### config.mk
export PLATFORM = sky130hd
export DESIGN_NAME = config_protect_lock
export DESIGN_NICKNAME = d
export VERILOG_FILES = /design/src/rtl/cfg_lock_pkg.sv /design/src/rtl/config_protect_lock.sv
export SDC_FILE = /design/constraint.sdc
export NUM_CORES = 1
export LEC_CHECK = 0
export BUFFER_PORTS_ARGS = -buffer_cell sky130_fd_sc_hd__buf_2
export CAP_MARGIN = 20
export CORE_UTILIZATION = 49
export CTS_CLUSTER_SIZE = 14
export DETAILED_ROUTE_END_ITERATION = 8
export PLACE_DENSITY = 0.77
export SYNTH_ARGS = -nofsm -noshare
export SYNTH_HDL_FRONTEND = slang
export SYNTH_SLANG_ARGS = --single-unit
### constraint.sdc
create_clock -name CLK_SYS_I -period 8.9 [get_ports CLK_SYS_I]
set_input_delay 0.445 -clock CLK_SYS_I [delete_from_list [all_inputs] [get_ports CLK_SYS_I]]
set_output_delay 0.445 -clock CLK_SYS_I [all_outputs]
set_load 0.03 [all_outputs]
### src/rtl/cfg_lock_pkg.sv
// Constants and carrier types for the configuration protection and lock block
`default_nettype none
package cfg_lock_pkg;
   // ***************
   // Register map
   // ***************
   localparam int unsigned    ADDR_W     = 8;
   localparam logic [7:0]     CTRL_OFS   = 8'h00;
   localparam logic [7:0]     WORD0_OFS  = 8'h04;
   localparam logic [7:0]     STAT_OFS   = 8'h08;
   localparam logic [7:0]     GATE_OFS   = 8'h10;
   localparam int unsigned    GATE_CNT   = 6;
   localparam logic [1:0]     RESP_OKAY  = 2'h0;
   localparam logic [1:0]     RESP_SLVERR = 2'h2;
   // ***************
   // Field positions
   // ***************
   localparam int unsigned    LOCK_BIT   = 12;
   localparam int unsigned    SCAN_BIT   = 3;
   localparam int unsigned    ONE_WAY_BIT = 28;
   localparam int unsigned    PROTECT_N_BIT = 28;
   localparam int unsigned    BOOT_WE_BIT   = 24;
   localparam int unsigned    FLASH_PROT_HI = 15;
   localparam int unsigned    FLASH_PROT_LO = 10;
   localparam int unsigned    ICE_HI     = 4;
   localparam int unsigned    ICE_LO     = 3;
   localparam int unsigned    JTAG_BIT   = 2;
   localparam int unsigned    DBG_HI     = 1;
   localparam int unsigned    DBG_LO     = 0;
   localparam int unsigned    STAT_LOADED_BIT = 0;
   localparam int unsigned    STAT_ONE_WAY_BIT = 1;
   localparam int unsigned    STAT_FROZEN_BIT = 2;
   // ***************
   // Values
   // ***************
   localparam logic [5:0]     FLASH_PROT_OFF = 6'h3f;
   localparam logic [1:0]     DBG_FORCED = 2'h3;
   localparam int unsigned    PAGE_SHIFT = 10;
   localparam logic [31:0]    CFG0_RST   = 32'h0000_0000;
   localparam logic [31:0]    GATE_RST   = 32'h0000_0000;

   typedef enum {LOAD_WAIT, LOAD_DONE} load_state_t;

   typedef struct packed {
      logic [15:0] flash_protect_limit;
      logic        prog_access_block;
      logic        boot_flash_write_enable;
      logic [3:0]  pin_pair_sel;
      logic        debugger_enable;
      logic [1:0]  debug_field_eff;
   } protect_ctrl_t;
endpackage
`default_nettype wire

### src/rtl/config_protect_lock.sv
// Configuration protection, module-disable write lock and config word decode
// Functional notes
// - Locked module-disable writes succeed but change nothing
// - Write lock lives in control register bit 12
// - Lock changes need completed unlock sequence first
// - One-way option stops lock being cleared
// - One-way locked: unlock void, pin-select writes refused
// - Only device reset clears one-way lock
// - Word-zero bit 28 low blocks external programmer
// - Word-zero bit 24 low blocks boot flash writes
// - Six-bit field sets protected flash boundary
// - Two-bit field picks debug programming pin pair
// - Word-zero bit 2 presets scan port enable
// - Upper debug bit zero enables; protect forces 11
// - Set gate bit stops peripheral clocks and access
`default_nettype none
module config_protect_lock
   import cfg_lock_pkg::*;
#(
   parameter int unsigned GATES = cfg_lock_pkg::GATE_CNT
) (
   input  wire logic                          CLK_SYS_I,
   input  wire logic                          SYS_RST_I,
   input  wire logic [31:0]                   CFG_WORD_ZERO_I,
   input  wire logic [31:0]                   CFG_WORD_THREE_I,
   input  wire logic                          SYS_UNLOCKED_I,
   input  wire logic [cfg_lock_pkg::ADDR_W-1:0] AWADDR_I,
   input  wire logic                          AWVALID_I,
   output logic                               AWREADY_O,
   input  wire logic [31:0]                   WDATA_I,
   input  wire logic [3:0]                    WSTRB_I,
   input  wire logic                          WVALID_I,
   output logic                               WREADY_O,
   output logic [1:0]                         BRESP_O,
   output logic                               BVALID_O,
   input  wire logic                          BREADY_I,
   input  wire logic [cfg_lock_pkg::ADDR_W-1:0] ARADDR_I,
   input  wire logic                          ARVALID_I,
   output logic                               ARREADY_O,
   output logic [31:0]                        RDATA_O,
   output logic [1:0]                         RRESP_O,
   output logic                               RVALID_O,
   input  wire logic                          RREADY_I,
   output logic [GATES*32-1:0]                MODULE_CLOCK_GATE_O,
   output logic                               PIN_SELECT_WRITE_BLOCK_O,
   output logic                               SCAN_PORT_ENABLE_O,
   output cfg_lock_pkg::protect_ctrl_t        PROTECT_CTRL_O
);
   import cfg_lock_pkg::*;

   // ***************
   // Configuration load
   // ***************
   load_state_t   load_st_r, load_st_nxt;
   logic [31:0]   word0_r, word0_nxt;
   logic          one_way_r, one_way_nxt;
   protect_ctrl_t prot_r, prot_nxt;
   logic          loaded;
   logic [FLASH_PROT_HI-FLASH_PROT_LO:0] pages_inv;

   assign loaded    = (load_st_r == LOAD_DONE);
   assign pages_inv = ~word0_r[FLASH_PROT_HI:FLASH_PROT_LO];

   // Words are taken on the first edge after reset release, never under reset
   always_comb begin
      load_st_nxt = load_st_r;
      word0_nxt   = word0_r;
      one_way_nxt = one_way_r;
      case (load_st_r)
         LOAD_WAIT: begin
            word0_nxt   = CFG_WORD_ZERO_I;
            one_way_nxt = CFG_WORD_THREE_I[ONE_WAY_BIT];
            load_st_nxt = LOAD_DONE;
         end
         default: begin
            load_st_nxt = LOAD_DONE;
         end
      endcase
   end

   always_comb begin
      prot_nxt = '0;
      prot_nxt.prog_access_block       = ~word0_r[PROTECT_N_BIT];
      prot_nxt.boot_flash_write_enable = word0_r[BOOT_WE_BIT];
      // All ones leaves nothing protected; each step down adds one page
      if (word0_r[FLASH_PROT_HI:FLASH_PROT_LO] != FLASH_PROT_OFF) begin
         prot_nxt.flash_protect_limit = 16'(pages_inv) << PAGE_SHIFT;
      end
      prot_nxt.pin_pair_sel = 4'h1 << (2'h3 - word0_r[ICE_HI:ICE_LO]);
      if (~word0_r[PROTECT_N_BIT]) begin
         prot_nxt.debug_field_eff = DBG_FORCED;
      end else begin
         prot_nxt.debug_field_eff = word0_r[DBG_HI:DBG_LO];
      end
      prot_nxt.debugger_enable = ~prot_nxt.debug_field_eff[1];
   end

   always_ff @(posedge CLK_SYS_I or posedge SYS_RST_I) begin
      if (SYS_RST_I) begin
         load_st_r <= LOAD_WAIT;
         word0_r   <= CFG0_RST;
         one_way_r <= 1'b0;
         prot_r    <= '0;
      end else begin
         load_st_r <= load_st_nxt;
         word0_r   <= word0_nxt;
         one_way_r <= one_way_nxt;
         prot_r    <= prot_nxt;
      end
   end

   // ***************
   // Register bus
   // ***************
   logic              aw_hold_r, aw_hold_nxt;
   logic [ADDR_W-1:0] aw_addr_r, aw_addr_nxt;
   logic              w_hold_r, w_hold_nxt;
   logic [31:0]       w_data_r, w_data_nxt;
   logic [3:0]        w_strb_r, w_strb_nxt;
   logic              bvalid_r, bvalid_nxt;
   logic [1:0]        bresp_r, bresp_nxt;
   logic              rvalid_r, rvalid_nxt;
   logic [1:0]        rresp_r, rresp_nxt;
   logic [31:0]       rdata_r, rdata_nxt;
   logic              do_write;
   logic [31:0]       strb_mask;

   assign AWREADY_O = ~aw_hold_r & ~bvalid_r;
   assign WREADY_O  = ~w_hold_r & ~bvalid_r;
   assign ARREADY_O = ~rvalid_r;
   assign BVALID_O  = bvalid_r;
   assign BRESP_O   = bresp_r;
   assign RVALID_O  = rvalid_r;
   assign RRESP_O   = rresp_r;
   assign RDATA_O   = rdata_r;
   assign do_write  = aw_hold_r & w_hold_r;
   assign strb_mask = {{8{w_strb_r[3]}}, {8{w_strb_r[2]}}, {8{w_strb_r[1]}}, {8{w_strb_r[0]}}};

   // ***************
   // Lock and gate registers
   // ***************
   logic                 lock_r, lock_nxt;
   logic                 scan_r, scan_nxt;
   logic [GATES*32-1:0]  gate_r, gate_nxt;
   logic                 frozen;
   logic                 unlock_ok;
   logic                 ctrl_hit, gate_hit;
   logic [ADDR_W-1:0]    gate_idx;

   // A frozen lock voids the unlock sequence entirely
   assign frozen    = one_way_r & lock_r;
   assign unlock_ok = SYS_UNLOCKED_I & ~frozen;
   assign ctrl_hit  = (aw_addr_r == CTRL_OFS);
   assign gate_idx  = ADDR_W'((aw_addr_r - GATE_OFS) >> 2);
   assign gate_hit  = (aw_addr_r >= GATE_OFS) &&
                      (aw_addr_r < ADDR_W'(GATE_OFS + 4 * GATES)) &&
                      (aw_addr_r[1:0] == 2'h0);

   always_comb begin
      aw_hold_nxt = aw_hold_r;
      aw_addr_nxt = aw_addr_r;
      w_hold_nxt  = w_hold_r;
      w_data_nxt  = w_data_r;
      w_strb_nxt  = w_strb_r;
      bvalid_nxt  = bvalid_r;
      bresp_nxt   = bresp_r;
      lock_nxt    = lock_r;
      scan_nxt    = scan_r;
      gate_nxt    = gate_r;
      if (~loaded) begin
         scan_nxt = CFG_WORD_ZERO_I[JTAG_BIT];
      end
      if (AWVALID_I && AWREADY_O) begin
         aw_hold_nxt = 1'b1;
         aw_addr_nxt = AWADDR_I;
      end
      if (WVALID_I && WREADY_O) begin
         w_hold_nxt = 1'b1;
         w_data_nxt = WDATA_I;
         w_strb_nxt = WSTRB_I;
      end
      if (bvalid_r && BREADY_I) begin
         bvalid_nxt = 1'b0;
      end
      if (do_write) begin
         aw_hold_nxt = 1'b0;
         w_hold_nxt  = 1'b0;
         bvalid_nxt  = 1'b1;
         bresp_nxt   = RESP_OKAY;
         if (ctrl_hit) begin
            if (unlock_ok && w_strb_r[LOCK_BIT / 8]) begin
               lock_nxt = w_data_r[LOCK_BIT];
            end
            if (unlock_ok && w_strb_r[SCAN_BIT / 8]) begin
               scan_nxt = w_data_r[SCAN_BIT];
            end
         end else if (gate_hit) begin
            // Locked writes still answer OKAY but leave the word alone
            if (~lock_r) begin
               gate_nxt[gate_idx * 32 +: 32] = (gate_r[gate_idx * 32 +: 32] & ~strb_mask) |
                                               (w_data_r & strb_mask);
            end
         end else if (aw_addr_r == WORD0_OFS || aw_addr_r == STAT_OFS) begin
            bresp_nxt = RESP_OKAY;
         end else begin
            bresp_nxt = RESP_SLVERR;
         end
      end
   end

   always_comb begin
      rvalid_nxt = rvalid_r;
      rresp_nxt  = rresp_r;
      rdata_nxt  = rdata_r;
      if (rvalid_r && RREADY_I) begin
         rvalid_nxt = 1'b0;
      end
      if (ARVALID_I && ARREADY_O) begin
         rvalid_nxt = 1'b1;
         rresp_nxt  = RESP_OKAY;
         rdata_nxt  = '0;
         if (ARADDR_I == CTRL_OFS) begin
            rdata_nxt[LOCK_BIT] = lock_r;
            rdata_nxt[SCAN_BIT] = scan_r;
         end else if (ARADDR_I == WORD0_OFS) begin
            rdata_nxt = word0_r;
         end else if (ARADDR_I == STAT_OFS) begin
            rdata_nxt[STAT_LOADED_BIT]  = loaded;
            rdata_nxt[STAT_ONE_WAY_BIT] = one_way_r;
            rdata_nxt[STAT_FROZEN_BIT]  = frozen;
         end else if (ARADDR_I >= GATE_OFS && ARADDR_I < ADDR_W'(GATE_OFS + 4 * GATES) &&
                      ARADDR_I[1:0] == 2'h0) begin
            rdata_nxt = gate_r[ADDR_W'((ARADDR_I - GATE_OFS) >> 2) * 32 +: 32];
         end else begin
            rresp_nxt = RESP_SLVERR;
         end
      end
   end

   // Lock has no path back to zero once frozen except this reset branch
   always_ff @(posedge CLK_SYS_I or posedge SYS_RST_I) begin
      if (SYS_RST_I) begin
         aw_hold_r <= 1'b0;
         aw_addr_r <= '0;
         w_hold_r  <= 1'b0;
         w_data_r  <= '0;
         w_strb_r  <= '0;
         bvalid_r  <= 1'b0;
         bresp_r   <= RESP_OKAY;
         rvalid_r  <= 1'b0;
         rresp_r   <= RESP_OKAY;
         rdata_r   <= '0;
         lock_r    <= 1'b0;
         scan_r    <= 1'b0;
         gate_r    <= {GATES{GATE_RST}};
      end else begin
         aw_hold_r <= aw_hold_nxt;
         aw_addr_r <= aw_addr_nxt;
         w_hold_r  <= w_hold_nxt;
         w_data_r  <= w_data_nxt;
         w_strb_r  <= w_strb_nxt;
         bvalid_r  <= bvalid_nxt;
         bresp_r   <= bresp_nxt;
         rvalid_r  <= rvalid_nxt;
         rresp_r   <= rresp_nxt;
         rdata_r   <= rdata_nxt;
         lock_r    <= lock_nxt;
         scan_r    <= scan_nxt;
         gate_r    <= gate_nxt;
      end
   end

   assign MODULE_CLOCK_GATE_O      = gate_r;
   assign PIN_SELECT_WRITE_BLOCK_O = frozen;
   assign SCAN_PORT_ENABLE_O       = scan_r;
   assign PROTECT_CTRL_O           = prot_r;

   // ***************
   // Assertions
   // ***************
   property p_locked_gate_hold;
      @(posedge CLK_SYS_I) disable iff (SYS_RST_I)
      (do_write && gate_hit && lock_r) |=> $stable(gate_r);
   endproperty
   a_locked_gate_hold: assert property (p_locked_gate_hold)
      else $error("gate changed while locked");

   property p_lock_write;
      @(posedge CLK_SYS_I) disable iff (SYS_RST_I)
      (do_write && ctrl_hit && unlock_ok && w_strb_r[LOCK_BIT / 8]) |=>
         (lock_r == $past(w_data_r[LOCK_BIT]));
   endproperty
   a_lock_write: assert property (p_lock_write)
      else $error("lock bit not written");

   property p_no_unlock_no_change;
      @(posedge CLK_SYS_I) disable iff (SYS_RST_I)
      (!SYS_UNLOCKED_I) |=> $stable(lock_r);
   endproperty
   a_no_unlock_no_change: assert property (p_no_unlock_no_change)
      else $error("lock moved without unlock");

   property p_one_way_sticky;
      @(posedge CLK_SYS_I) disable iff (SYS_RST_I)
      (one_way_r && lock_r) |=> lock_r;
   endproperty
   a_one_way_sticky: assert property (p_one_way_sticky)
      else $error("one-way lock cleared");

   property p_pin_sel_block;
      @(posedge CLK_SYS_I) disable iff (SYS_RST_I)
      PIN_SELECT_WRITE_BLOCK_O == (one_way_r && lock_r);
   endproperty
   a_pin_sel_block: assert property (p_pin_sel_block)
      else $error("pin select block wrong");

   property p_prog_block;
      @(posedge CLK_SYS_I) disable iff (SYS_RST_I)
      loaded |=> (PROTECT_CTRL_O.prog_access_block == !$past(word0_r[PROTECT_N_BIT]));
   endproperty
   a_prog_block: assert property (p_prog_block)
      else $error("code protect decode wrong");

   property p_dbg_forced;
      @(posedge CLK_SYS_I) disable iff (SYS_RST_I)
      (loaded && !word0_r[PROTECT_N_BIT]) |=>
         (!PROTECT_CTRL_O.debugger_enable && PROTECT_CTRL_O.debug_field_eff == DBG_FORCED);
   endproperty
   a_dbg_forced: assert property (p_dbg_forced)
      else $error("debugger not forced off");

   property p_word0_held;
      @(posedge CLK_SYS_I) disable iff (SYS_RST_I)
      loaded |=> $stable(word0_r) && $stable(one_way_r);
   endproperty
   a_word0_held: assert property (p_word0_held)
      else $error("config word changed after load");

   property p_write_resp;
      @(posedge CLK_SYS_I) disable iff (SYS_RST_I)
      do_write |=> BVALID_O;
   endproperty
   a_write_resp: assert property (p_write_resp)
      else $error("no write response");

   // A response must stand until the master takes it
   property p_resp_stands;
      @(posedge CLK_SYS_I) disable iff (SYS_RST_I)
      (bvalid_r && !BREADY_I) |=> (BVALID_O && $stable(BRESP_O));
   endproperty
   a_resp_stands: assert property (p_resp_stands)
      else $error("write response dropped early");

   c_lock_set: cover property (@(posedge CLK_SYS_I) disable iff (SYS_RST_I) $rose(lock_r));
   c_frozen:   cover property (@(posedge CLK_SYS_I) disable iff (SYS_RST_I) $rose(frozen));
   c_gate_wr:  cover property (@(posedge CLK_SYS_I) disable iff (SYS_RST_I)
                               do_write && gate_hit && !lock_r);
endmodule
`default_nettype wire

* Word-level counts from Yosys, hierarchy flattened
Index checks and enable logic that the tools add are counted.
** Cells by class
- $mul :: 0
- Eq/ne operators :: 5
- Divide/modulo/power cells :: 0
- Muxes and demuxes :: 31
- Reduce and logical (&&, ||, !) cells :: 23
- Magnitude comparators :: 4
- Shift operators :: 5
- Bitwise operators :: 19
- Add/sub/neg operators :: 4
** Operators by type and width (count)
- variable part select 192 x 12 -> 32 bit :: 2
- bitwise mux 192 bit :: 1
- variable shift 32 x 34 -> 192 bit (first input constant) :: 1
- variable part select 32 x 34 -> 192 bit :: 1
- bitwise AND 32 bit :: 2
- two-way mux 32 bit :: 2
- negation 11 -> 34 bit :: 1
- logical NOT 32 bit :: 1
- NOT 32 bit :: 1
- OR 32 bit :: 1
- two-way mux 29 bit :: 1
- two-way mux 19 bit :: 1
- equality test 8 x 3 -> 1 bit (second input constant) :: 2
- equality test 8 x 4 -> 1 bit (second input constant) :: 2
- greater-or-equal comparator 8 x 5 -> 1 bit (second input constant) :: 2
- logical NOT 8 bit :: 2
- less-than comparator 8 x 6 -> 1 bit (second input constant) :: 2
- two-way mux 16 bit :: 1
- two-way mux 2 bit :: 8
- subtractor 8 x 5 -> 8 bit (second input constant) :: 2
- two-way mux 1 bit :: 14
- logical AND 1 bit :: 11
- NOT 1 bit :: 9
- two-way mux 8 bit :: 1
- 11 further kinds :: 20
** Word-level totals
- Memory bits (read-only) :: 0
- Latch bits :: 0
- Output and inout port bits :: 260
- Memory bits (writable) :: 0
- Register bits :: 337
- Word-level logic and storage cells :: 113
- Memories :: 0
- Input port bits :: 124

* Longest topological paths before layout
Gate-level depths: netlist of run 1.
- Depth in word-level cells :: 7
- Depth in mapped cells :: 14
- Depth with buffers taken out :: 10

* Least setup slack after synthesis of run 1
No wires, ideal clock.
- Path type :: reg-to-reg
- Start point :: reg aw_addr_r[4]
- End point :: reg gate_r[1], in the netlist MODULE_CLOCK_GATE_O[1]
- Arrival time :: 3.475 ns
- Buffers on the path :: 4
- Data required time :: 8.775 ns
- Setup time :: 0.125 ns
- Setup slack :: 5.301 ns
- Stages on the path, launching flop included :: 15
- Period minus slack after synthesis :: 3.599 ns
- Path through :: dfrtp_1 > buf_2 > inv_1 > clkbuf_1 > ha_1 > buf_6 > xnor2_2 > nand2_1 > nor2_1 > ha_1 > or4b_2 > nor3_1 > o211a_1 > buf_4 > mux2_2
** Between the ends
- Cells in the longest elaborated chain, start to end :: 6
- Elaborated cells on any way between the ends :: 15
- Those cells by class :: 2 x add/sub; 2 x order compare; 3 x shift; 1 x mux; 3 x bitwise; 4 x reduce/logical
** RTL lines
- start: declaration :: RTL line config_protect_lock.sv:116 : logic [ADDR_W-1:0] aw_addr_r, aw_addr_nxt;
- start signal: assignment :: RTL line config_protect_lock.sv:258 : aw_addr_r <= aw_addr_nxt;
- subtractor 8 x 5 -> 8 bit :: RTL line config_protect_lock.sv:154 : assign gate_idx = ADDR_W'((aw_addr_r - GATE_OFS) >> 2);
- variable part select 192 x 12 -> 32 bit :: RTL line config_protect_lock.sv:200 : gate_nxt[gate_idx * 32 +: 32] = (gate_r[gate_idx * 32 +: 32] & ~strb_mask) |
- bitwise AND 32 bit :: RTL line config_protect_lock.sv:200
- OR 32 bit :: RTL line config_protect_lock.sv:200
- variable part select 32 x 34 -> 192 bit :: RTL line config_protect_lock.sv:200
- bitwise mux 192 bit :: RTL line config_protect_lock.sv:200
- end signal: assignment :: RTL line config_protect_lock.sv:255 : gate_r <= {GATES{GATE_RST}};
- end signal: assignment :: RTL line config_protect_lock.sv:269 : gate_r <= gate_nxt;
- end: declaration :: RTL line config_protect_lock.sv:144 : logic [GATES*32-1:0] gate_r, gate_nxt;
Parallel ways exist; a longest one is shown, timed or not.
A chain may end at the register's enable or synchronous reset.

* Worst setup path after layout of run 1
- Start point :: reg aw_addr_r[4]
- End point :: reg gate_r[29], in the netlist MODULE_CLOCK_GATE_O[29]
The elaborated chain is that of the path after synthesis.

==> results of run 1 <==
-- metal layers --
metal	share of wire, %	track usage, %	up-vias
met5	0.082	0	-
met4	3.4	11.5	6
met3	7.9	6.46	125
met2	49	48.1	575
met1	39	35.9	6220
li1	-	-	5202
-- power by group through the flow --
stage / Sequential, mW / Combinational, mW / Clock [mW]
finish: 1.85 / 1.32 / 1.58
floorplan: 1.81 / 0.965 / 0
global route: 1.87 / 1.41 / 1.66
detailed placement: 1.87 / 1.30 / 0
global placement: 1.86 / 1.27 / 0
CTS: 1.84 / 1.31 / 1.60
-- critical path: cells and delay by family (launching register included) --
family | cells | cell delay [ns]
XOR/XNOR | 1 | 0.30
AND/OR/NAND/NOR | 4 | 1.12
AO/OA/AOI/OAI | 1 | 0.61
multiplexers | 1 | 0.39
flip-flops | 1 | 0.34
buffers and inverters | 3 | 1.55
adder cells (fa/ha/maj) | 2 | 0.74
-- state kept, by name (all words and copies together) (netlist names), 4 cells and up --
register,cells
w_data_r,32
MODULE_CLOCK_GATE_O,192
PROTECT_CTRL_O,15
aw_addr_r,8
w_strb_r,4
RDATA_O,32
word0_r,32
-- layout make-up --
class	count	area [µm²]	share of cell area (%)
Sequential cell	325	8140	41.8
Multi-Input combinational cell	798	7550	38.8
Timing Repair Buffer	357	1860	9.55
Clock buffer	57	1190	6.09
Tap cell	442	553	2.84
Clock inverter	7	91.3	0.469
Inverter	23	90.1	0.462
Antenna cell	2	5.00	0.0257
-- worst paths after layout --
path                                               start                                   end  depth (start not counted)
worst max-delay path            aw_addr_r[4]$_DFFE_PP0P_   MODULE_CLOCK_GATE_O[29]$_DFFE_PP0P_                         12
worst min-delay path                            RREADY_I                  RVALID_O$_DFFE_PP0P_                          2
worst max register to register  aw_addr_r[4]$_DFFE_PP0P_   MODULE_CLOCK_GATE_O[29]$_DFFE_PP0P_                         12
worst min register to register   word0_r[24]$_DFFE_PP0N_           PROTECT_CTRL_O[7]$_DFF_PP0_                          0
max in group asynchronous                      SYS_RST_I  MODULE_CLOCK_GATE_O[153]$_DFFE_PP0P_                          5
min in group asynchronous                      SYS_RST_I  MODULE_CLOCK_GATE_O[133]$_DFFE_PP0P_                          3
-- timing repair --
item,4_1_cts,5_1_grt
hold buffers,1,0
buffers inserted,0,0
endpoints found under the hold margin,8,0
-- cells in the final DEF (no fill, tap or decap), types with 5 or more instances in the layout --
cell / instances
mux2i_1: 76
nor3_1: 10
clkbuf_1: 6
o21ai_1: 5
nor2b_1: 8
a21oi_1: 49
buf_4: 15
conb_1: 13
nand2_1: 47
a22o_1: 13
nand3_1: 7
nand3b_1: 22
a221oi_1: 8
o21ai_0: 41
a22oi_1: 29
o311ai_1: 19
mux4_2: 55
xnor2_1: 5
inv_1: 21
mux2_2: 271
clkbuf_16: 41
dfrtp_1: 322
buf_2: 339
nand2b_1: 6
nor2_1: 42
clkbuf_8: 10
ha_1: 12
-- cell families after synthesis --
| logic type | Yosys count | synth area share (%) |
|---|---|---|
| multiplexers | 403 | 31.3 |
| XOR/XNOR | 9 | 0.580 |
| other | 2 | 0.0464 |
| adder cells (fa/ha/maj) | 12 | 0.928 |
| flip-flops | 325 | 50.3 |
| buffers and inverters | 118 | 3.59 |
| AND/OR/NAND/NOR | 170 | 5.48 |
| AO/OA/AOI/OAI | 191 | 7.81 |
==> out/metrics.yaml, run 1 <==
setup_path:
  worstPathRequired_ns: 9.29
  critical_path.max_stage_delay_ns: 0.63
  crit_type: "flop to flop"
  cp_slowest_cell: "or4b_2"
  arrival_ns: 5.60
  cp_max_fo: 43
  reg2reg_slack_ns: 3.69
  start_kind: "flop"
  critPathCaptureType: "flop"
  path_cells: "buf_4 -> inv_1 -> ha_1 -> xnor2_2 -> nand2_1 -> nor2_1 -> ha_1 -> or4b_2 -> nor3_1 -> o211a_2 -> buf_4 -> mux2_2"
synthesis:
  yosysSeqAreaShare_pct: 50.3
  netlist_area_um2: 16200
  syn_inst: 1230
  synth_common_cells: "325 x dfrtp_1, 271 x mux2_2, 76 x mux2i_1"
  synth_top_area_share_pct: 50.3
  ys.flop_type: "dfrtp_1"
  ys_seq_elements: 325
  synth.most_common_cell: "dfrtp_1"
  ys_async_sr_fraction_pct: 100
  postSynthAreaPerCell_um2: 13.2
  ys_types: 56
  synthTopCellsByArea: "dfrtp_1 50%, mux2_2 19%, mux4_2 7.7%"
  synth_edf_count: 0
  synth_largest_area_cell: "dfrtp_1"
  ys_warn_count: 0
detailed_routing:
  drt_iter0_drc: 777
  routed-via-count: 12100
  wl_per_cell_um: 24.3
  first_pass_iters: 5
  avgViaCountPerCell: 6.03
  routed_wl_um: 48900
  drc_errors: 0
  postRouteAntennaNets: 0
cts:
  cts.sinks: 325
  htreeDepth: 2
  cts_resized: 0
  cts_root_buf: "clkbuf_16"
  cts_buffers: 38
  clock_latency_ns: 0.52
  clk_pin_slew_ns: 0.06
  clockBufferDepth: 3
  cts_tree: "yes"
layout:
  stdcell_area_um2: 19500
  final_nets: 1679
  fillers: 2628
  fin_util_pct: 59.9
  layout-drive-gt1-share_pct: 48.6
  syn2layout_area_growth_pct: 20.4
  fin_cells: 2011
power:
  p_int_mw: 3.11
  irDropWorstVdd_mv: 0.164
  power_leakage_nw: 9.72
  fin_total_pwr_mw: 4.75
  power_frac_clock_pct: 33.3
  p_per_area_nw_per_um2: 244
  p_comb_share_pct: 27.8
  swShare_pct: 34.5
  power_frac_seq_pct: 39.0
  power.switching_mw: 1.64
sta:
  period_share_pct: 58.5
  finalClockSkew_ns: 0.0176
  setup_tns_ns: 0
  timing.fmax_ghz: 0.192
  worstMarginPinSlew_ns: 1.09
  relSlewSlack_pct: 26.4
  setup_violations: 0
  hold_viol_final: 0
  maxSlewViolCount: 0
  worst_slack_ns: 3.69
  rsz0062_at_grt: "false"
  holdWs_ns: 0.108
  fin_crit_ns: 5.21
grt:
  antenna_found_initial: 5
  grt_pass1_vias: 12300
  grt_max_degree: 173
  overflow: 0
  grt_pass1_wl_um: 73100
  grtUsageTotal_pct: 28.7
place:
  preCtsSetupSlack_ns: 3.74
  placed_cells: 1943
  gp_congestion: 0.835
  dpl_cell_area_um2: 18200
  hpwl_um: 30600
  portBuffers: 340
floorplan:
  start_util_pct: 49.7
  die_y_um: 184
  dieArea_um2: 33700
  coreArea_um2: 32500
  ios: 384
  placementRows: 66
  die_w_um: 184
run:
  maxCapViolCount: 0
status:
  status: "complete, no violations"
hold_path:
  min_path_type: "input port to flop"
Note: power is estimated with default switching activity, not from simulation.
==> run 2, diff against run 1 <==
Clock period 8.9 ns to 4.7 ns, I/O delays scaled along.
==> out/metrics.yaml, run 2 (synthesized netlist as in run 1, its figures left out) <==
cts:
  cts_resized: 0
  cts_root_buf: "clkbuf_16"
  clock_latency_ns: 0.51
  cts_tree: "yes"
  postCtsSetupBuffers: 0
  htreeDepth: 2
  cts.sinks: 325
  clk_pin_slew_ns: 0.06
  cts_hold_buf: 80
  cts_buffers: 37
  clockBufferDepth: 3
floorplan:
  die_w_um: 184
  dieArea_um2: 33700
  ios: 384
  coreArea_um2: 32500
  die_y_um: 184
  placementRows: 66
  start_util_pct: 49.7
detailed_routing:
  wl_per_cell_um: 24.2
  drc_errors: 0
  drt_iter0_drc: 943
  routed_wl_um: 50600
  avgViaCountPerCell: 6.02
  first_pass_iters: 6
  postRouteAntennaNets: 0
  routed-via-count: 12600
grt:
  grtUsageTotal_pct: 30.1
  grt_max_degree: 121
  grt_pass1_wl_um: 76800
  antenna_found_initial: 0
  grt_pass1_vias: 12900
  overflow: 0
setup_path:
  cp_top_family: "simple AND/OR/NAND/NOR gates"
  cp_slowest_cell: "nand4b_4"
  start_kind: "flop"
  cp_num_buf_inv: 2
  path_cells: "inv_1 -> ha_1 -> xnor2_2 -> nand2_1 -> nor2_1 -> ha_1 -> nand2b_1 -> nor3b_2 -> nand4b_4 -> buf_4 -> mux2_2"
  cp_max_fo: 17
  critPathCaptureType: "flop"
  arrival_ns: 4.11
  critical_path.max_stage_delay_ns: 0.56
  crit_top_cell: "ha_1"
  worstPathRequired_ns: 5.09
  crit_type: "flop to flop"
sta:
  finalClockSkew_ns: 0.0145
  period_share_pct: 79.2
  maxSlewViolCount: 0
  holdWs_ns: 0.118
  setup_tns_ns: 0
  worst_slack_ns: 0.977
  hold_viol_final: 0
  worstMarginPinSlew_ns: 1.14
  timing.fmax_ghz: 0.269
  relSlewSlack_pct: 24.3
  setup_violations: 0
  fin_crit_ns: 3.72
  rsz0062_at_grt: "false"
layout:
  syn2layout_area_growth_pct: 25.0
  largest_reg_flops: 192
  final_cell_mix: "339 x buf_2, 322 x dfrtp_1, 271 x mux2_2"
  stdcell_area_um2: 20200
  final_nets: 1765
  layout-drive-gt1-share_pct: 46.3
  diodes: 0
  final_common_cell: "buf_2"
power:
  fin_total_pwr_mw: 8.84
  p_per_area_nw_per_um2: 437
  power_leakage_nw: 10.0
  irDropWorstVdd_mv: 0.361
place:
  dpl_cell_area_um2: 18300
  portBuffers: 340
  hpwl_um: 31300
  preCtsSetupSlack_ns: 0.982
  gp_congestion: 0.851
run:
  maxCapViolCount: 0
hold_path:
  min_path_type: "input port to flop"
status:
  status: "complete, no violations"
## run 2: cell count changes in the layout (fill, tap and decap cells not counted)
cell / delta
buf_12: +2
dlygate4sd3_1: +79
clkinv_2: -1
clkbuf_16: -4
buf_4: +6
clkbuf_8: +1
inv_6: +1
clkbuf_1: +4
bufinv_16: -2
diode_2: -2
## run 2: final cells by class
type | count | area [µm²]
multi-input combinational | 798 | 7550
tap | 442 | 553
sequential | 325 | 8140
fill | 2532 | 12300
timing repair buffer | 444 | 2740
clock inverter | 5 | 35.0
clock buffer | 58 | 1110
inverter | 23 | 90.1
## run 2: path summary, 6_finish.rpt
kind / start / to / slack, ns / depth (start not counted)
worst max-delay path: aw_addr_r[4]$_DFFE_PP0P_ / MODULE_CLOCK_GATE_O[115]$_DFFE_PP0P_ / 0.98 / 11
worst min-delay path: ARADDR_I[0] / RDATA_O[12]$_DFFE_PP0P_ / 0.12 / 4
worst max register to register: aw_addr_r[4]$_DFFE_PP0P_ / MODULE_CLOCK_GATE_O[115]$_DFFE_PP0P_ / 0.98 / 11
worst min register to register: word0_r[24]$_DFFE_PP0N_ / PROTECT_CTRL_O[7]$_DFF_PP0_ / 0.40 / 0
max in group asynchronous: SYS_RST_I / load_st_r[0]$_DFF_PP0_ / 3.06 / 4
min in group asynchronous: SYS_RST_I / word0_r[7]$_DFFE_PP0N_ / 0.35 / 3
## run 2: metal layers
layer	part of all wire, %	wire length [µm]	global-route usage [%]
met1	39	19600	37.6
met2	49	24700	49.9
met3	8.3	4220	6.99
met4	4.2	2100	13.3
met5	0	0	0
## run 2: stage by stage
| step | instances | util [%] |
|---|---|---|
| detailed placement | 1952 | 56.2 |
| global route | 2095 | 62.2 |
| floorplan | 1241 | - |
| finish | 2095 | 62.2 |
| CTS | 2095 | 62.2 |
| global placement | 1952 | 56.2 |
## run 2: report_power, final
part	internal, mW	switching, mW	total, mW
Sequential	3.09	0.379	3.47
Combinational	1.01	1.61	2.62
Clock	1.62	1.13	2.75
## run 2: worst reg2reg max path, cell delays in order (launching register included)
cell,delay (ns)
dfrtp_2,0.52
inv_1,0.10
ha_1,0.33
xnor2_2,0.30
nand2_1,0.17
nor2_1,0.13
ha_1,0.16
nand2b_1,0.10
nor3b_2,0.43
nand4b_4,0.56
buf_4,0.46
mux2_2,0.32
